File: src/logic/ddr_switch_pkg.sv
// Constants, register layouts and modes shared by the octal DDR switch logic.
// Assumes one 125 MHz system clock; serial pins are sampled, not used as clocks.
`default_nettype none

package ddr_switch_pkg;

   // ==========================================================================
   // Serial protocol
   // ==========================================================================
   localparam logic [7:0] CMD_RD_PARAM = 8'h5A;
   localparam logic [15:0] CMD_END_BIT = 16'h0008;
   localparam logic [15:0] ADDR_END_BIT = 16'h0020;
   localparam logic [15:0] DATA_START_BIT = 16'h0028;
   localparam logic [15:0] BIT_COUNT_MAX = 16'hFFFF;
   localparam int SYNC_STAGES = 3;
   localparam logic [1:0] STRAP_WAIT = 2'h3;
   localparam logic [3:0] PIN_IDLE = 4'h1;

   // ==========================================================================
   // Parameter space layout
   // ==========================================================================
   localparam logic [5:0] HDR0_WIDX = 6'h02;
   localparam logic [5:0] HDR1_WIDX = 6'h03;
   localparam logic [5:0] TBL_WIDX = 6'h0C;
   localparam logic [23:0] TBL_PTR = 24'h000030;
   localparam logic [7:0] ID_LSB = 8'h0A;
   localparam logic [7:0] ID_MSB = 8'hFF;
   localparam logic [7:0] REV_MAJOR = 8'h01;
   localparam logic [7:0] REV_MINOR = 8'h00;
   localparam logic [7:0] TBL_WORDS_MAX = 8'h08;
   localparam logic [7:0] SEQ_LEN_MAX = 8'h07;
   localparam logic [2:0] NUM_SLOTS = 3'h4;
   localparam int TBL_DEPTH = 8;

   // ==========================================================================
   // Octal DDR target settings
   // ==========================================================================
   localparam logic [2:0] DRV_TYPE0 = 3'h0;
   localparam logic [2:0] DRV_BOOT = 3'h1;
   localparam logic [4:0] OCT_DUMMY = 5'h14;
   localparam logic [4:0] BOOT_DUMMY = 5'h08;
   localparam int OCT_FREQ_MIN_MHZ = 100;

   // ==========================================================================
   // Register port
   // ==========================================================================
   localparam logic [7:0] REG_TBL_LAST = 8'h1C;
   localparam logic [7:0] REG_CTRL = 8'h20;
   localparam logic [7:0] REG_STATUS = 8'h24;

   typedef struct packed {
      logic [22:0] pad;
      logic rearm;
      logic [7:0] tbl_len;
   } ctrl_s;

   localparam ctrl_s CTRL_RESET = '{pad: 23'h0, rearm: 1'b0, tbl_len: TBL_WORDS_MAX};

   typedef struct packed {
      logic [15:0] pad;
      logic [7:0] discards;
      logic [2:0] pad2;
      logic busy;
      logic [2:0] slot;
      logic octal;
   } status_s;

endpackage : ddr_switch_pkg

`default_nettype wire

File: src/logic/table_mem_if.sv
// Carrier between the switch logic and its sequence table memory.
// Assumes the memory answers a read index with data one clock later.
`default_nettype none

interface table_mem_if;
   logic wr_en;
   logic [2:0] wr_idx;
   logic [31:0] wr_data;
   logic [2:0] rd_idx;
   logic [31:0] rd_data;

   modport mem (input wr_en, input wr_idx, input wr_data, input rd_idx, output rd_data);
   modport user (output wr_en, output wr_idx, output wr_data, output rd_idx, input rd_data);
endinterface : table_mem_if

`default_nettype wire

File: src/logic/param_table_mem.sv
// Eight-word store for the four command sequence slots, registered read.
// Assumes a single writer and a reader that tolerates one cycle of latency.
`default_nettype none

module param_table_mem (
   input wire logic i_clock,
   input wire logic i_sys_rst,
   input wire logic i_clock_en,
   table_mem_if.mem mem_port
);
   logic [31:0] words [ddr_switch_pkg::TBL_DEPTH];

   // The array itself is not reset; software loads it before arming.
   always_ff @(posedge i_clock) begin
      if (i_clock_en && mem_port.wr_en) begin
         words[mem_port.wr_idx] <= mem_port.wr_data;
      end
   end

   always_ff @(posedge i_clock or posedge i_sys_rst) begin
      if (i_sys_rst) begin
         mem_port.rd_data <= 32'h0;
      end else if (i_clock_en) begin
         mem_port.rd_data <= words[mem_port.rd_idx];
      end
   end
endmodule : param_table_mem

`default_nettype wire

File: src/logic/ddr_switch_target.sv
// Memory-side logic that serves the parameter header and sequence table over the
// single-line serial bus and recognises the mode-change frames that switch it to octal DDR.
// Assumes the serial clock is slow enough to be oversampled by the 125 MHz system clock.
//
// Functional notes
// Host frames each sequence with chip select low, bytes, then chip select high.
// Each sequence occupies two consecutive table words, an eight-byte slot.
// Slot byte one is length 0..7; the following seven are the bytes sent.
// A zero length means the host sends nothing for that slot.
// Host ignores slot bytes past the length; they may hold anything.
// At most four sequences exist, so four slots.
// Host sends exactly eight clocks per byte, no more, no fewer.
// A frame whose clock count differs from the slot length is discarded.
// Sequences are expected strictly in slot order; enable frames precede their targets.
// After the sequences: octal DDR, driver type 0, 20 dummy cycles, 100MHz capable.
// Host reads parameters first because switching changes parameter reads.
// A device already booting in octal DDR needs no switch.
// Header top byte is the table size in words, one-based.
// Slots beyond the stated table length count as not implemented.
// Header major revision reads 01h and minor revision reads 00h.
// Header ID low byte 0Ah, high byte FFh in second word bits 31:24.
// Second header word low 24 bits hold the word-aligned table byte pointer.
// Host runs slots one to four in order, one frame at a time.
//
// Local design decisions: the strobed register port and the address map.
`default_nettype none

module ddr_switch_target (
   input wire logic i_clock,
   input wire logic i_sys_rst,
   input wire logic i_clock_en,
   input wire logic i_cs_n,
   input wire logic i_sck,
   input wire logic i_si,
   input wire logic i_boot_octal,
   output logic o_so,
   output logic o_so_oe_n,
   input wire logic [7:0] i_addr,
   input wire logic [31:0] i_wdata,
   input wire logic i_wr,
   input wire logic i_rd,
   output logic [31:0] o_rdata,
   output logic o_octal_ddr,
   output logic [2:0] o_drv_type,
   output logic [4:0] o_dummy_cycles
);
   typedef enum {S_IDLE, S_FETCH_A, S_FETCH_B, S_CHECK} check_e;

   // A slot is live when its words lie inside the table and its length is usable.
   function automatic logic slot_live(input logic [2:0] slot, input logic [7:0] tlen, input logic [7:0] slen);
      logic [7:0] need;
      need = {4'h0, slot, 1'b0} + 8'h02;
      slot_live = (need <= tlen) && (slen != 8'h00) && (slen <= ddr_switch_pkg::SEQ_LEN_MAX);
   endfunction : slot_live

   // ==========================================================================
   // Pin synchronisers
   // ==========================================================================
   logic [3:0] pin_in;
   logic [3:0] pin_s1;
   logic [3:0] pin_s2;
   logic [3:0] pin_s3;
   assign pin_in = {i_boot_octal, i_si, i_sck, i_cs_n};

   genvar gi;
   generate
      for (gi = 0; gi < 4; gi++) begin : g_sync
         always_ff @(posedge i_clock or posedge i_sys_rst) begin
            // Reset levels match the idle pins, so no false edge or strap follows reset.
            if (i_sys_rst) begin
               pin_s1[gi] <= ddr_switch_pkg::PIN_IDLE[gi];
               pin_s2[gi] <= ddr_switch_pkg::PIN_IDLE[gi];
               pin_s3[gi] <= ddr_switch_pkg::PIN_IDLE[gi];
            end else if (i_clock_en) begin
               pin_s1[gi] <= pin_in[gi];
               pin_s2[gi] <= pin_s1[gi];
               pin_s3[gi] <= pin_s2[gi];
            end
         end
      end
   endgenerate

   logic [3:0] pin_lvl;
   wire [3:0] pin_agree = ~(pin_s2 ^ pin_s3);
   wire [3:0] pin_change = pin_agree & (pin_s3 ^ pin_lvl);
   wire sck_rise = pin_change[1] & pin_s3[1];
   wire sck_fall = pin_change[1] & ~pin_s3[1];
   wire cs_fall = pin_change[0] & ~pin_s3[0];
   wire cs_rise = pin_change[0] & pin_s3[0];
   wire cs_active = ~pin_lvl[0];
   wire si_lvl = pin_lvl[2];

   always_ff @(posedge i_clock or posedge i_sys_rst) begin
      if (i_sys_rst) begin
         pin_lvl <= ddr_switch_pkg::PIN_IDLE;
      end else if (i_clock_en) begin
         pin_lvl <= pin_lvl ^ pin_change;
      end
   end

   // ==========================================================================
   // Frame receiver
   // ==========================================================================
   logic [15:0] bit_cnt;
   logic [55:0] rx;
   logic [7:0] cmd;
   logic [23:0] rd_addr;
   logic octal;

   wire [55:0] next_rx = {rx[54:0], si_lvl};
   wire [15:0] next_bit_cnt = (bit_cnt == ddr_switch_pkg::BIT_COUNT_MAX) ? bit_cnt : bit_cnt + 16'h0001;
   // Once switched, single-line parameter reads are no longer answered.
   wire is_read = (bit_cnt >= ddr_switch_pkg::CMD_END_BIT) && (cmd == ddr_switch_pkg::CMD_RD_PARAM) && !octal;

   always_ff @(posedge i_clock or posedge i_sys_rst) begin
      if (i_sys_rst) begin
         bit_cnt <= 16'h0000;
         rx <= 56'h0;
         cmd <= 8'h00;
         rd_addr <= 24'h000000;
      end else if (i_clock_en) begin
         if (cs_fall) begin
            bit_cnt <= 16'h0000;
            cmd <= 8'h00;
         end else if (cs_active && sck_rise) begin
            rx <= next_rx;
            bit_cnt <= next_bit_cnt;
            if (next_bit_cnt == ddr_switch_pkg::CMD_END_BIT) begin
               cmd <= next_rx[7:0];
            end
            if (next_bit_cnt == ddr_switch_pkg::ADDR_END_BIT) begin
               rd_addr <= next_rx[23:0];
            end
         end
      end
   end

   // ==========================================================================
   // Parameter read path
   // ==========================================================================
   table_mem_if tbl_bus ();
   ddr_switch_pkg::ctrl_s ctrl;
   check_e chk_state;
   logic [2:0] slot;

   wire [15:0] data_bits = bit_cnt - ddr_switch_pkg::DATA_START_BIT;
   wire [23:0] cur_addr = rd_addr + {11'h000, data_bits[15:3]};
   wire [5:0] cur_widx = cur_addr[7:2];
   wire [5:0] tbl_off = cur_widx - ddr_switch_pkg::TBL_WIDX;
   wire addr_low = (cur_addr[23:8] == 16'h0000);
   wire sel_hdr0 = addr_low && (cur_widx == ddr_switch_pkg::HDR0_WIDX);
   wire sel_hdr1 = addr_low && (cur_widx == ddr_switch_pkg::HDR1_WIDX);
   wire sel_tbl = addr_low && (tbl_off < 6'(ddr_switch_pkg::TBL_DEPTH)) && ({2'h0, tbl_off} < ctrl.tbl_len);
   wire [31:0] hdr0 = {ctrl.tbl_len, ddr_switch_pkg::REV_MAJOR, ddr_switch_pkg::REV_MINOR,
                       ddr_switch_pkg::ID_LSB}; // see R13 see R15
   wire [31:0] hdr1 = {ddr_switch_pkg::ID_MSB, ddr_switch_pkg::TBL_PTR}; // see R16
   wire checking = (chk_state == S_FETCH_A) || (chk_state == S_FETCH_B);

   logic [1:0] src;
   wire [31:0] rd_word = (src == 2'h1) ? hdr0 :
                         (src == 2'h2) ? hdr1 :
                         (src == 2'h3) ? tbl_bus.rd_data : 32'h0;
   // Words are sent least significant byte first.
   wire [7:0] rd_byte = rd_word[{cur_addr[1:0], 3'h0} +: 8];
   wire drive_now = cs_active && is_read && (bit_cnt >= ddr_switch_pkg::DATA_START_BIT);

   assign tbl_bus.rd_idx = checking ? {slot[1:0], (chk_state == S_FETCH_B)} : tbl_off[2:0];

   always_ff @(posedge i_clock or posedge i_sys_rst) begin
      if (i_sys_rst) begin
         src <= 2'h0;
         o_so <= 1'b0;
         o_so_oe_n <= 1'b1;
      end else if (i_clock_en) begin
         src <= sel_hdr0 ? 2'h1 : sel_hdr1 ? 2'h2 : sel_tbl ? 2'h3 : 2'h0;
         o_so_oe_n <= ~drive_now;
         if (drive_now && sck_fall) begin
            o_so <= rd_byte[3'h7 - data_bits[2:0]];
         end
      end
   end

   // ==========================================================================
   // Register port
   // ==========================================================================
   logic [7:0] discards;
   wire wr_tbl = i_wr && (i_addr <= ddr_switch_pkg::REG_TBL_LAST) && (i_addr[1:0] == 2'h0);
   wire wr_ctrl = i_wr && (i_addr == ddr_switch_pkg::REG_CTRL);
   wire rearm = wr_ctrl && i_wdata[8];
   ddr_switch_pkg::status_s status;

   assign tbl_bus.wr_en = wr_tbl && i_clock_en;
   assign tbl_bus.wr_idx = i_addr[4:2];
   assign tbl_bus.wr_data = i_wdata;
   assign status = '{pad: 16'h0, discards: discards, pad2: 3'h0, busy: (chk_state != S_IDLE),
                     slot: slot, octal: octal};

   always_ff @(posedge i_clock or posedge i_sys_rst) begin
      if (i_sys_rst) begin
         ctrl <= ddr_switch_pkg::CTRL_RESET;
         o_rdata <= 32'h0;
      end else if (i_clock_en) begin
         if (wr_ctrl) begin
            ctrl <= '{pad: 23'h0, rearm: 1'b0, tbl_len: i_wdata[7:0]};
         end
         o_rdata <= (i_rd && i_addr == ddr_switch_pkg::REG_CTRL) ? ctrl :
                    (i_rd && i_addr == ddr_switch_pkg::REG_STATUS) ? status : 32'h0;
      end
   end

   param_table_mem u_table (
      .i_clock(i_clock),
      .i_sys_rst(i_sys_rst),
      .i_clock_en(i_clock_en),
      .mem_port(tbl_bus.mem)
   );

   // ==========================================================================
   // Sequence checker
   // ==========================================================================
   logic pending;
   logic [31:0] word_a;
   logic [1:0] strap_cnt;
   logic strap_done;
   wire [7:0] seq_len = word_a[31:24];
   wire live = slot_live(slot, ctrl.tbl_len, seq_len); // see R4
   // Only the first seq_len bytes count; the rest of the slot is don't-care.
   wire [55:0] expect_all = {word_a[23:0], tbl_bus.rd_data};
   wire [5:0] len_bits = {seq_len[2:0], 3'h0};
   wire [55:0] len_mask = ~(56'hFFFFFFFFFFFFFF << len_bits);
   wire [55:0] expect_seq = expect_all >> (6'h38 - len_bits); // see R3
   wire clocks_ok = (bit_cnt == {10'h000, seq_len[2:0], 3'h0}); // see R7
   wire match = clocks_ok && ((rx & len_mask) == (expect_seq & len_mask));
   wire last_slot = (slot == ddr_switch_pkg::NUM_SLOTS - 3'h1);
   wire frame_end = cs_rise && !is_read && !octal;
   wire accept = (chk_state == S_CHECK) && live && pending && match;
   wire reject = (chk_state == S_CHECK) && live && pending && !match;

   always_ff @(posedge i_clock or posedge i_sys_rst) begin
      if (i_sys_rst) begin
         chk_state <= S_IDLE;
         pending <= 1'b0;
         word_a <= 32'h0;
         slot <= 3'h0;
         octal <= 1'b0;
         discards <= 8'h00;
         strap_cnt <= 2'h0;
         strap_done <= 1'b0;
      end else if (i_clock_en) begin
         // The strap is taken once, after the synchroniser has filled.
         if (strap_cnt != ddr_switch_pkg::STRAP_WAIT) begin
            strap_cnt <= strap_cnt + 2'h1;
         end else if (!strap_done) begin
            strap_done <= 1'b1;
            octal <= pin_s3[3];
         end
         if (rearm) begin
            slot <= 3'h0;
            octal <= 1'b0;
            pending <= 1'b0;
            chk_state <= S_FETCH_A;
         end else begin
            case (chk_state)
               S_IDLE: begin
                  if (frame_end && slot < ddr_switch_pkg::NUM_SLOTS) begin
                     pending <= 1'b1;
                     chk_state <= S_FETCH_A;
                  end
               end
               S_FETCH_A: begin
                  chk_state <= S_FETCH_B;
               end
               S_FETCH_B: begin
                  word_a <= tbl_bus.rd_data;
                  chk_state <= S_CHECK;
               end
               S_CHECK: begin
                  if (!live || accept) begin
                     // Advancing one slot at a time keeps the enable-then-write order.
                     slot <= slot + 3'h1;
                     pending <= pending && !accept;
                     if (last_slot) begin
                        octal <= 1'b1;
                        pending <= 1'b0;
                        chk_state <= S_IDLE;
                     end else begin
                        chk_state <= S_FETCH_A;
                     end
                  end else begin
                     if (reject) begin
                        discards <= discards + 8'h01;
                     end
                     pending <= 1'b0;
                     chk_state <= S_IDLE;
                  end
               end
               default: chk_state <= S_IDLE;
            endcase
         end
      end
   end

   // Settings take effect only as a whole, once every sequence has been seen or the octal boot strap has been taken.
   always_ff @(posedge i_clock or posedge i_sys_rst) begin
      if (i_sys_rst) begin
         o_octal_ddr <= 1'b0;
         o_drv_type <= ddr_switch_pkg::DRV_BOOT;
         o_dummy_cycles <= ddr_switch_pkg::BOOT_DUMMY;
      end else if (i_clock_en) begin
         o_octal_ddr <= octal;
         o_drv_type <= octal ? ddr_switch_pkg::DRV_TYPE0 : ddr_switch_pkg::DRV_BOOT;
         o_dummy_cycles <= octal ? ddr_switch_pkg::OCT_DUMMY : ddr_switch_pkg::BOOT_DUMMY;
      end
   end

   // ==========================================================================
   // Checks
   // ==========================================================================
   clock_count_a: assert property (@(posedge i_clock) disable iff (i_sys_rst)
      accept |-> (bit_cnt[2:0] == 3'h0) && (bit_cnt[15:3] == {5'h00, seq_len}) && (seq_len <= 8'h07))
      else $error("sequence accepted with a wrong clock count");

   discard_count_a: assert property (@(posedge i_clock) disable iff (i_sys_rst)
      (reject && i_clock_en && !rearm) |=> (discards == $past(discards) + 8'h01) && (slot == $past(slot)))
      else $error("mismatched frame not discarded");

   slot_order_a: assert property (@(posedge i_clock) disable iff (i_sys_rst)
      ($changed(slot) && !$past(rearm)) |-> (slot == $past(slot) + 3'h1))
      else $error("slot order skipped or reversed");

   slot_bound_a: assert property (@(posedge i_clock) disable iff (i_sys_rst)
      slot <= 3'h4)
      else $error("more than four slots in use");

   octal_settings_a: assert property (@(posedge i_clock) disable iff (i_sys_rst)
      ($rose(octal) && i_clock_en) |=> o_octal_ddr && (o_drv_type == 3'h0) && (o_dummy_cycles == 5'h14))
      else $error("octal settings not applied");

   table_length_a: assert property (@(posedge i_clock) disable iff (i_sys_rst)
      accept |-> ({4'h0, slot, 1'b0} + 8'h02 <= ctrl.tbl_len))
      else $error("slot beyond table length accepted");

   header_first_a: assert property (@(posedge i_clock) disable iff (i_sys_rst)
      (sel_hdr0 && i_clock_en) |=> (rd_word[15:0] == 16'h000A) && (rd_word[23:16] == 8'h01)
         && (rd_word[31:24] == ctrl.tbl_len))
      else $error("first header word wrong");

   header_second_a: assert property (@(posedge i_clock) disable iff (i_sys_rst)
      (sel_hdr1 && i_clock_en) |=> (rd_word[31:24] == 8'hFF) && (rd_word[1:0] == 2'h0))
      else $error("second header word wrong");

   silent_octal_a: assert property (@(posedge i_clock) disable iff (i_sys_rst)
      (octal && cs_active && !rearm) |=> ##1 o_so_oe_n)
      else $error("parameter read answered in octal mode");

endmodule : ddr_switch_target

`default_nettype wire

File: config.mk
export PLATFORM = sky130hd
export DESIGN_NAME = ddr_switch_target
export DESIGN_NICKNAME = d
export VERILOG_FILES = /design/src/logic/ddr_switch_pkg.sv /design/src/logic/table_mem_if.sv /design/src/logic/param_table_mem.sv /design/src/logic/ddr_switch_target.sv
export SDC_FILE = /design/constraint.sdc
export NUM_CORES = 1
export LEC_CHECK = 0
export BUFFER_PORTS_ARGS = -buffer_cell sky130_fd_sc_hd__buf_2
export CORE_MARGIN = 10
export CORE_UTILIZATION = 45
export DETAILED_ROUTE_END_ITERATION = 6
export GPL_TIMING_DRIVEN = 0
export PLACE_DENSITY = 0.71
export SETUP_SLACK_MARGIN = 0.3
export SLEW_MARGIN = 20
export SYNTH_ARGS = -nofsm -noshare
export SYNTH_HDL_FRONTEND = slang
export SYNTH_SLANG_ARGS = --single-unit
File: constraint.sdc
create_clock -name i_clock -period 17.4 [get_ports i_clock]
set_input_delay 0.87 -clock i_clock [delete_from_list [all_inputs] [get_ports i_clock]]
set_output_delay 0.87 -clock i_clock [all_outputs]
set_load 0.005 [all_outputs]
## Yosys cells after proc, flatten, opt, wreduce, memory -nomap -nowiden

Memories as Yosys holds them, arrays and structs flattened. A register that Yosys moved wholly into a read port is not among the register bits.
Cells that the tools add are included.

| word-level totals | value |
|---|---|
| flip-flop bits (word level) | 253 |
| latch bits | 0 |
| memory bits (writable) | 256 |
| memory bits (read-only) | 0 |
| bits of input ports | 49 |
| output and inout port bits | 43 |
| word-level logic and storage cells | 197 |
| memories | 1 |

| operators by class | value |
|---|---|
| $add $sub $neg | 10 |
| multiply operators | 0 |
| div/mod/pow operators | 0 |
| magnitude comparators | 9 |
| equality and inequality tests | 22 |
| shift operators | 3 |
| mux-type cells | 40 |
| bitwise logic cells | 20 |
| reductions and logical operators | 59 |

Memory list:

| name | depth | bits a word | read ports | clocked after Yosys merged registers in | write ports | RTL line | source |
|---|---|---|---|---|---|---|---|
| u_table.words | 8 | 32 | 1 | 1 | 1 | param_table_mem.sv:11 | `logic [31:0] words [ddr_switch_pkg::TBL_DEPTH];` |

Operator list:

| operator | number |
|---|---|
| $mux 32 | 6 |
| $pmux 32 s4 | 1 |
| $and 56x56->56 | 2 |
| $eq 32x2->1 const B | 3 |
| $mux 16 | 5 |
| $eq 32x3->1 const B | 2 |
| $eq 56x56->1 | 1 |
| $not 56->56 | 1 |
| $shl 56x6->56 const A | 1 |
| $shr 56x6->56 | 1 |
| $eq 32x1->1 const B | 1 |
| $logic_not 32->1 | 1 |
| $reduce_bool 32->1 | 1 |
| $shiftx 32x6->8 | 1 |
| $logic_and 1x1->1 | 29 |
| $add 24x13->24 | 1 |
| $mux 8 | 3 |
| $add 16x1->16 const B | 1 |
| $eq 16x16->1 const B | 1 |
| $eq 16x4->1 const B | 1 |
| $eq 16x6->1 | 1 |
| $eq 16x6->1 const B | 1 |
| $eq 8x6->1 const B | 2 |
| $ge 16x4->1 const B | 1 |
| other kinds (45) | 95 |

## Depth between registers and ports, before layout

| logic depth | value |
|---|---|
| depth in word-level cells | 13 |
| gate-level depth with buffers | 21 |
| mapped depth without buffers | 20 |

## By module

A second synthesis with hierarchy kept.

| unflattened totals | value |
|---|---|
| cell total of the unflattened synthesis | 2045 |
| area total of the unflattened synthesis | 24233.2 sq um |

Modules (own cells, without submodules):

| module | instances | cells an instance | area an instance (sq um) | seq. area each (sq um) |
|---|---|---|---|---|
| ddr_switch_target | 1 | 1408 | 12971.2 | 4988.5 |
| param_table_mem | 1 | 637 | 11262.1 | 8488.1 |

## Worst setup path before layout

Ideal clock, no wire load.

| path | value |
|---|---|
| path type | register to register |
| start | register bit_cnt[6] |
| end | register src[1] |
| setup time | 0.082 ns |
| arrival time | 4.275 ns |
| data required time | 17.318 ns |
| slack | 13.043 ns |
| stages on the path, launching flop included | 17 |
| period minus slack after synthesis | 4.357 ns |
| path through | dfrtp_1 > buf_6 > or4_4 > or3_4 > or3_4 > nand2b_1 > xnor2_1 > ha_1 > nand3_1 > nor2_1 > a221oi_1 > o41ai_4 > a211o_1 > o21ai_0 > nand4_1 > or4b_1 > o22ai_1 |

| on the way | value |
|---|---|
| cells in the longest elaborated chain, start to end | 9 |
| elaborated cells between the ends (all ways) | 15 |
| those cells by class | add/sub: 3; order compare: 2; eq/ne: 2; mux: 3; reduce/logical: 5 |

Ends and longest elaborated chain:

| item | RTL line | source |
|---|---|---|
| start, declared | ddr_switch_target.sv:104 | `logic [15:0] bit_cnt;` |
| start signal, assigned | ddr_switch_target.sv:127 | `bit_cnt <= next_bit_cnt;` |
| $sub 16x6->16 * | ddr_switch_target.sv:146 | `wire [15:0] data_bits = bit_cnt - ddr_switch_pkg::DATA_START_BIT;` |
| $add 24x13->24 * | ddr_switch_target.sv:147 | `wire [23:0] cur_addr = rd_addr + {11'h000, data_bits[15:3]};` |
| $sub 6x4->6 | ddr_switch_target.sv:149 | `wire [5:0] tbl_off = cur_widx - ddr_switch_pkg::TBL_WIDX;` |
| $lt 6x4->1 | ddr_switch_target.sv:153 | `wire sel_tbl = addr_low && (tbl_off < 6'(ddr_switch_pkg::TBL_DEPTH)) && ({2'h0, tbl_off} < ctrl.tbl_len);` |
| $logic_and 1x1->1 (2 in a row) | ddr_switch_target.sv:153 |  |
| $mux 2 (2 in a row) | ddr_switch_target.sv:175 | `src <= sel_hdr0 ? 2'h1 : sel_hdr1 ? 2'h2 : sel_tbl ? 2'h3 : 2'h0;` |
| $mux 2 * | ddr_switch_target.sv:175 |  |
| end signal, assigned | ddr_switch_target.sv:175 |  |
| end, declared | ddr_switch_target.sv:159 | `logic [1:0] src;` |

Mark *: on every way between the ends. The rest lies on a longest branch, timed or not.
A chain may end at the register's enable or synchronous reset.

## Worst setup path after layout

| path | value |
|---|---|
| start | register bit_cnt[6] |
| end | register src[0] |

Same word-level chain as after synthesis.

==> flow_summary.yaml <==
setup_path:
  critical_path_class: "reg -> reg"
  critPathSlowestCell: "or4b_1"
  cp-start-kind: "flop"
  reg2reg_setup_slack_ns: 12.44
  cp-end-kind: "flop"
  arrival_ns: 5.45
  cp_num_buf_inv: 1
  crit-reg2reg-capture: "src[0]"
  crit_chain: "buf_6 > or4_4 > or3_4 > or3_4 > nor3_1 > xor2_1 > ha_1 > nand3_1 > nor2_1 > a221oi_1 > o41ai_4 > nor4b_1 > mux2i_1 > a21oi_1 > or4b_1 > o22ai_1"
  path_max_fanout: 10
  cp_num_cells: 16
  cp-endpoint: "src[0]"
  cp-startpoint: "bit_cnt[6]"
  reg2reg_depth: 16
  cpMostUsedCell: "or3_4"
  required_ns: 17.89
  slowest_delay_ns: 0.60
  r2r_start: "bit_cnt[6]"
  crit_family: "simple AND/OR/NAND/NOR gates"
timing:
  min_period_ns: 4.96
  finalSetupTns_ns: 0
  maxSlewViolCount: 0
  rsz0062_at_grt: "false"
  setup_viol: 0
  hold_viol: 0
  finalCritPeriodShare_pct: 28.5
  fin_ws_ns: 12.44
  relSlewSlack_pct: 32.6
  tightest_slew_ns: 1.01
  fmax_mhz: 202
  clock_skew_ns: 0.0425
power_and_ir_drop:
  vdd_ir_drop_max_mv: 0.108
  clkPwrFrac_pct: 26.9
  internal_power_w: 0.00257
  power_w: 0.00401
  p_seq_share_pct: 39.0
  leakage_nw: 10.9
  power_density_nw_per_um2: 149
  switching_share_pct: 35.9
  p_switching_w: 0.00144
  combinationalPowerShare_pct: 34.1
die:
  rows: 83
  core_um2: 51700
  die_y_um: 249
  die_w_um: 249
  dieArea_um2: 62100
  start_util_pct: 45.7
  boundaryPins: 92
clock_network:
  clockBufferDepth: 3
  cts_resized: 0
  cts-root-buf: "clkbuf_16"
  cts_setup_buffers: 0
  cts_tree: "done"
  cts_buffers: 50
  cts_num_sinks: 487
  insertion_delay_ns: 0.62
  cts_hold_buffers: 0
  htree_num_levels: 2
  clk_pin_slew_worst_paths_ns: 0.06
routing:
  ant_nets: 0
  drcViolationCount: 0
  wl_mm: 62.3
  post_drt_wl_per_cell_um: 22.6
  dr.pass1.iters: 5
  viasPerCell: 5.77
  first_iter_violations: 1204
  vias: 15900
synthesis:
  seq_area_frac_synth_pct: 57.0
  post_synth_inst_count: 1881
  synth_commonest_cells: "edfxtp_1 (256), nand2_1 (229), dfrtp_1 (224), nor2_1 (101), mux2_2 (98)"
  yosys.area.top_type: "edfxtp_1"
  ys_seq_elements: 487
  avgSynthCellArea_um2: 12.6
  async_flop_share_pct: 47.4
  yosys_warnings: 0
  synth_edf_count: 256
  synth_ff_type: "edfxtp_1"
  synth_top_area_share_pct: 32.5
  ys_top_cells_by_area: "edfxtp_1 (33%), dfrtp_1 (24%), mux4_2 (7.2%)"
  synth.distinct_cells: 84
  synth.most_common_cell: "edfxtp_1"
  netlist_area_um2: 23700
placement:
  dpl_worst_slack_ns: 12.50
  hpwl_mm: 45.2
  portBuffers: 71
  gp_congestion: 0.978
grt:
  grt_first_pass_wirelength_mm: 96.6
  grt_usage_pct: 19.6
  antenna_found_initial: 4
  grt_overflow: 0
  grt_pass1_vias: 15900
  grt_start_max_net_pins: 91
layout:
  final_util_pct: 52.1
  finalNetCount: 2127
  area_growth_pct: 14.0
  drive_gt1_share_pct: 20.4
flow_run:
  drv_cap: 0
worst_hold_path:
  hold_class: "in -> async"
outcome:
  status: "complete, no violations"
state kept, by name, summed over array words and instances, names as in the netlist, named ones only:
signal                    flops
ctrl                          8
chk_state                     2
pin_s2                        4
rd_addr                      24
strap_done                    1
o_so                          1
strap_cnt                     2
slot                          3
bit_cnt                      16
pending                       1
u_table.mem_port.rd_data     32
discards                      8
u_table.words               256
cmd                           8
rx                           56
src                           2
o_rdata                      16
pin_s1                        4
octal                         1
word_a                       32
pin_s3                        4
o_so_oe_n                     1
o_dummy_cycles                2
worst register-to-register path: stages, from the launching register on:
cell,delay (ns)
dfrtp_1,0.37
buf_6,0.14
or4_4,0.54
or3_4,0.35
or3_4,0.36
nor3_1,0.24
xor2_1,0.24
ha_1,0.32
nand3_1,0.23
nor2_1,0.06
a221oi_1,0.43
o41ai_4,0.23
nor4b_1,0.29
mux2i_1,0.12
a21oi_1,0.18
or4b_1,0.60
o22ai_1,0.18
per-stage QoR:
stage               cells  area, um2  hold slack [ns]
floorplan            1900      23700            0.428
global route         2761      26900            0.318
CTS                  2761      26900            0.292
global placement     2651      24900            0.441
finish               2763      27000            0.280
detailed placement   2669      25300            0.449
final cells by class:
class	count	area, um2
well taps	680	851
fillers	4407	24800
inverters	54	210
diodes	2	5.00
repair buffers	89	651
clock buffers	56	1290
clock inverters	36	369
multi-input cells	1233	9500
plain buffers	126	598
flip-flops and latches	487	13500
how the worst min path moves through the flow:
stage	to	from
CTS	rx[47]	i_sys_rst
global route	rx[47]	i_sys_rst
finish	rx[47]	i_sys_rst
detailed placement	strap_done	strap_done
global placement	strap_done	strap_done
floorplan	strap_done	strap_done
placed cells by master, fill, tap and decap left out, types with 29 or more instances in the layout:
master	instances
dfrtp_1	224
inv_1	53
nand3_1	29
mux4_2	76
mux2_2	98
ha_1	36
clkbuf_1	69
nor2_1	95
xnor2_1	62
edfxtp_1	256
buf_4	30
a21oi_1	79
clkbuf_16	50
buf_2	92
mux2i_1	89
o21ai_0	82
nand2_1	229
power by group through the flow:
stage | Combinational, W | Sequential [W] | Clock (W)
2_1_floorplan | 0.00100 | 0.00146 | 0
3_3_place_gp | 0.00133 | 0.00157 | 0
3_5_place_dp | 0.00135 | 0.00157 | 0
4_1_cts | 0.00136 | 0.00155 | 0.00110
5_1_grt | 0.00147 | 0.00157 | 0.00115
6_report | 0.00136 | 0.00156 | 0.00108
cell families (layout without fill, tap and decap cells):
family          after synthesis  after routing  synth area share [%]
other cells                   1             22                0.0159
mux                         263            263                  15.7
simple gates                528            528                  10.7
buf+inv                     180            361                  3.39
compound gates              299            299                  8.06
xor+xnor                     86             86                  3.18
fa+ha+maj                    37             37                  1.99
flops                       487            487                  57.0
routing by layer:
metal	up-vias	part of all wire (%)	track usage (%)
met4	4	2.6	5.85
met1	8068	42	25.7
met2	500	49	32.6
met5	-	0.032	0
li1	7260	-	-
met3	107	6.2	3.56
Note: power is estimated with default switching activity, not from simulation.
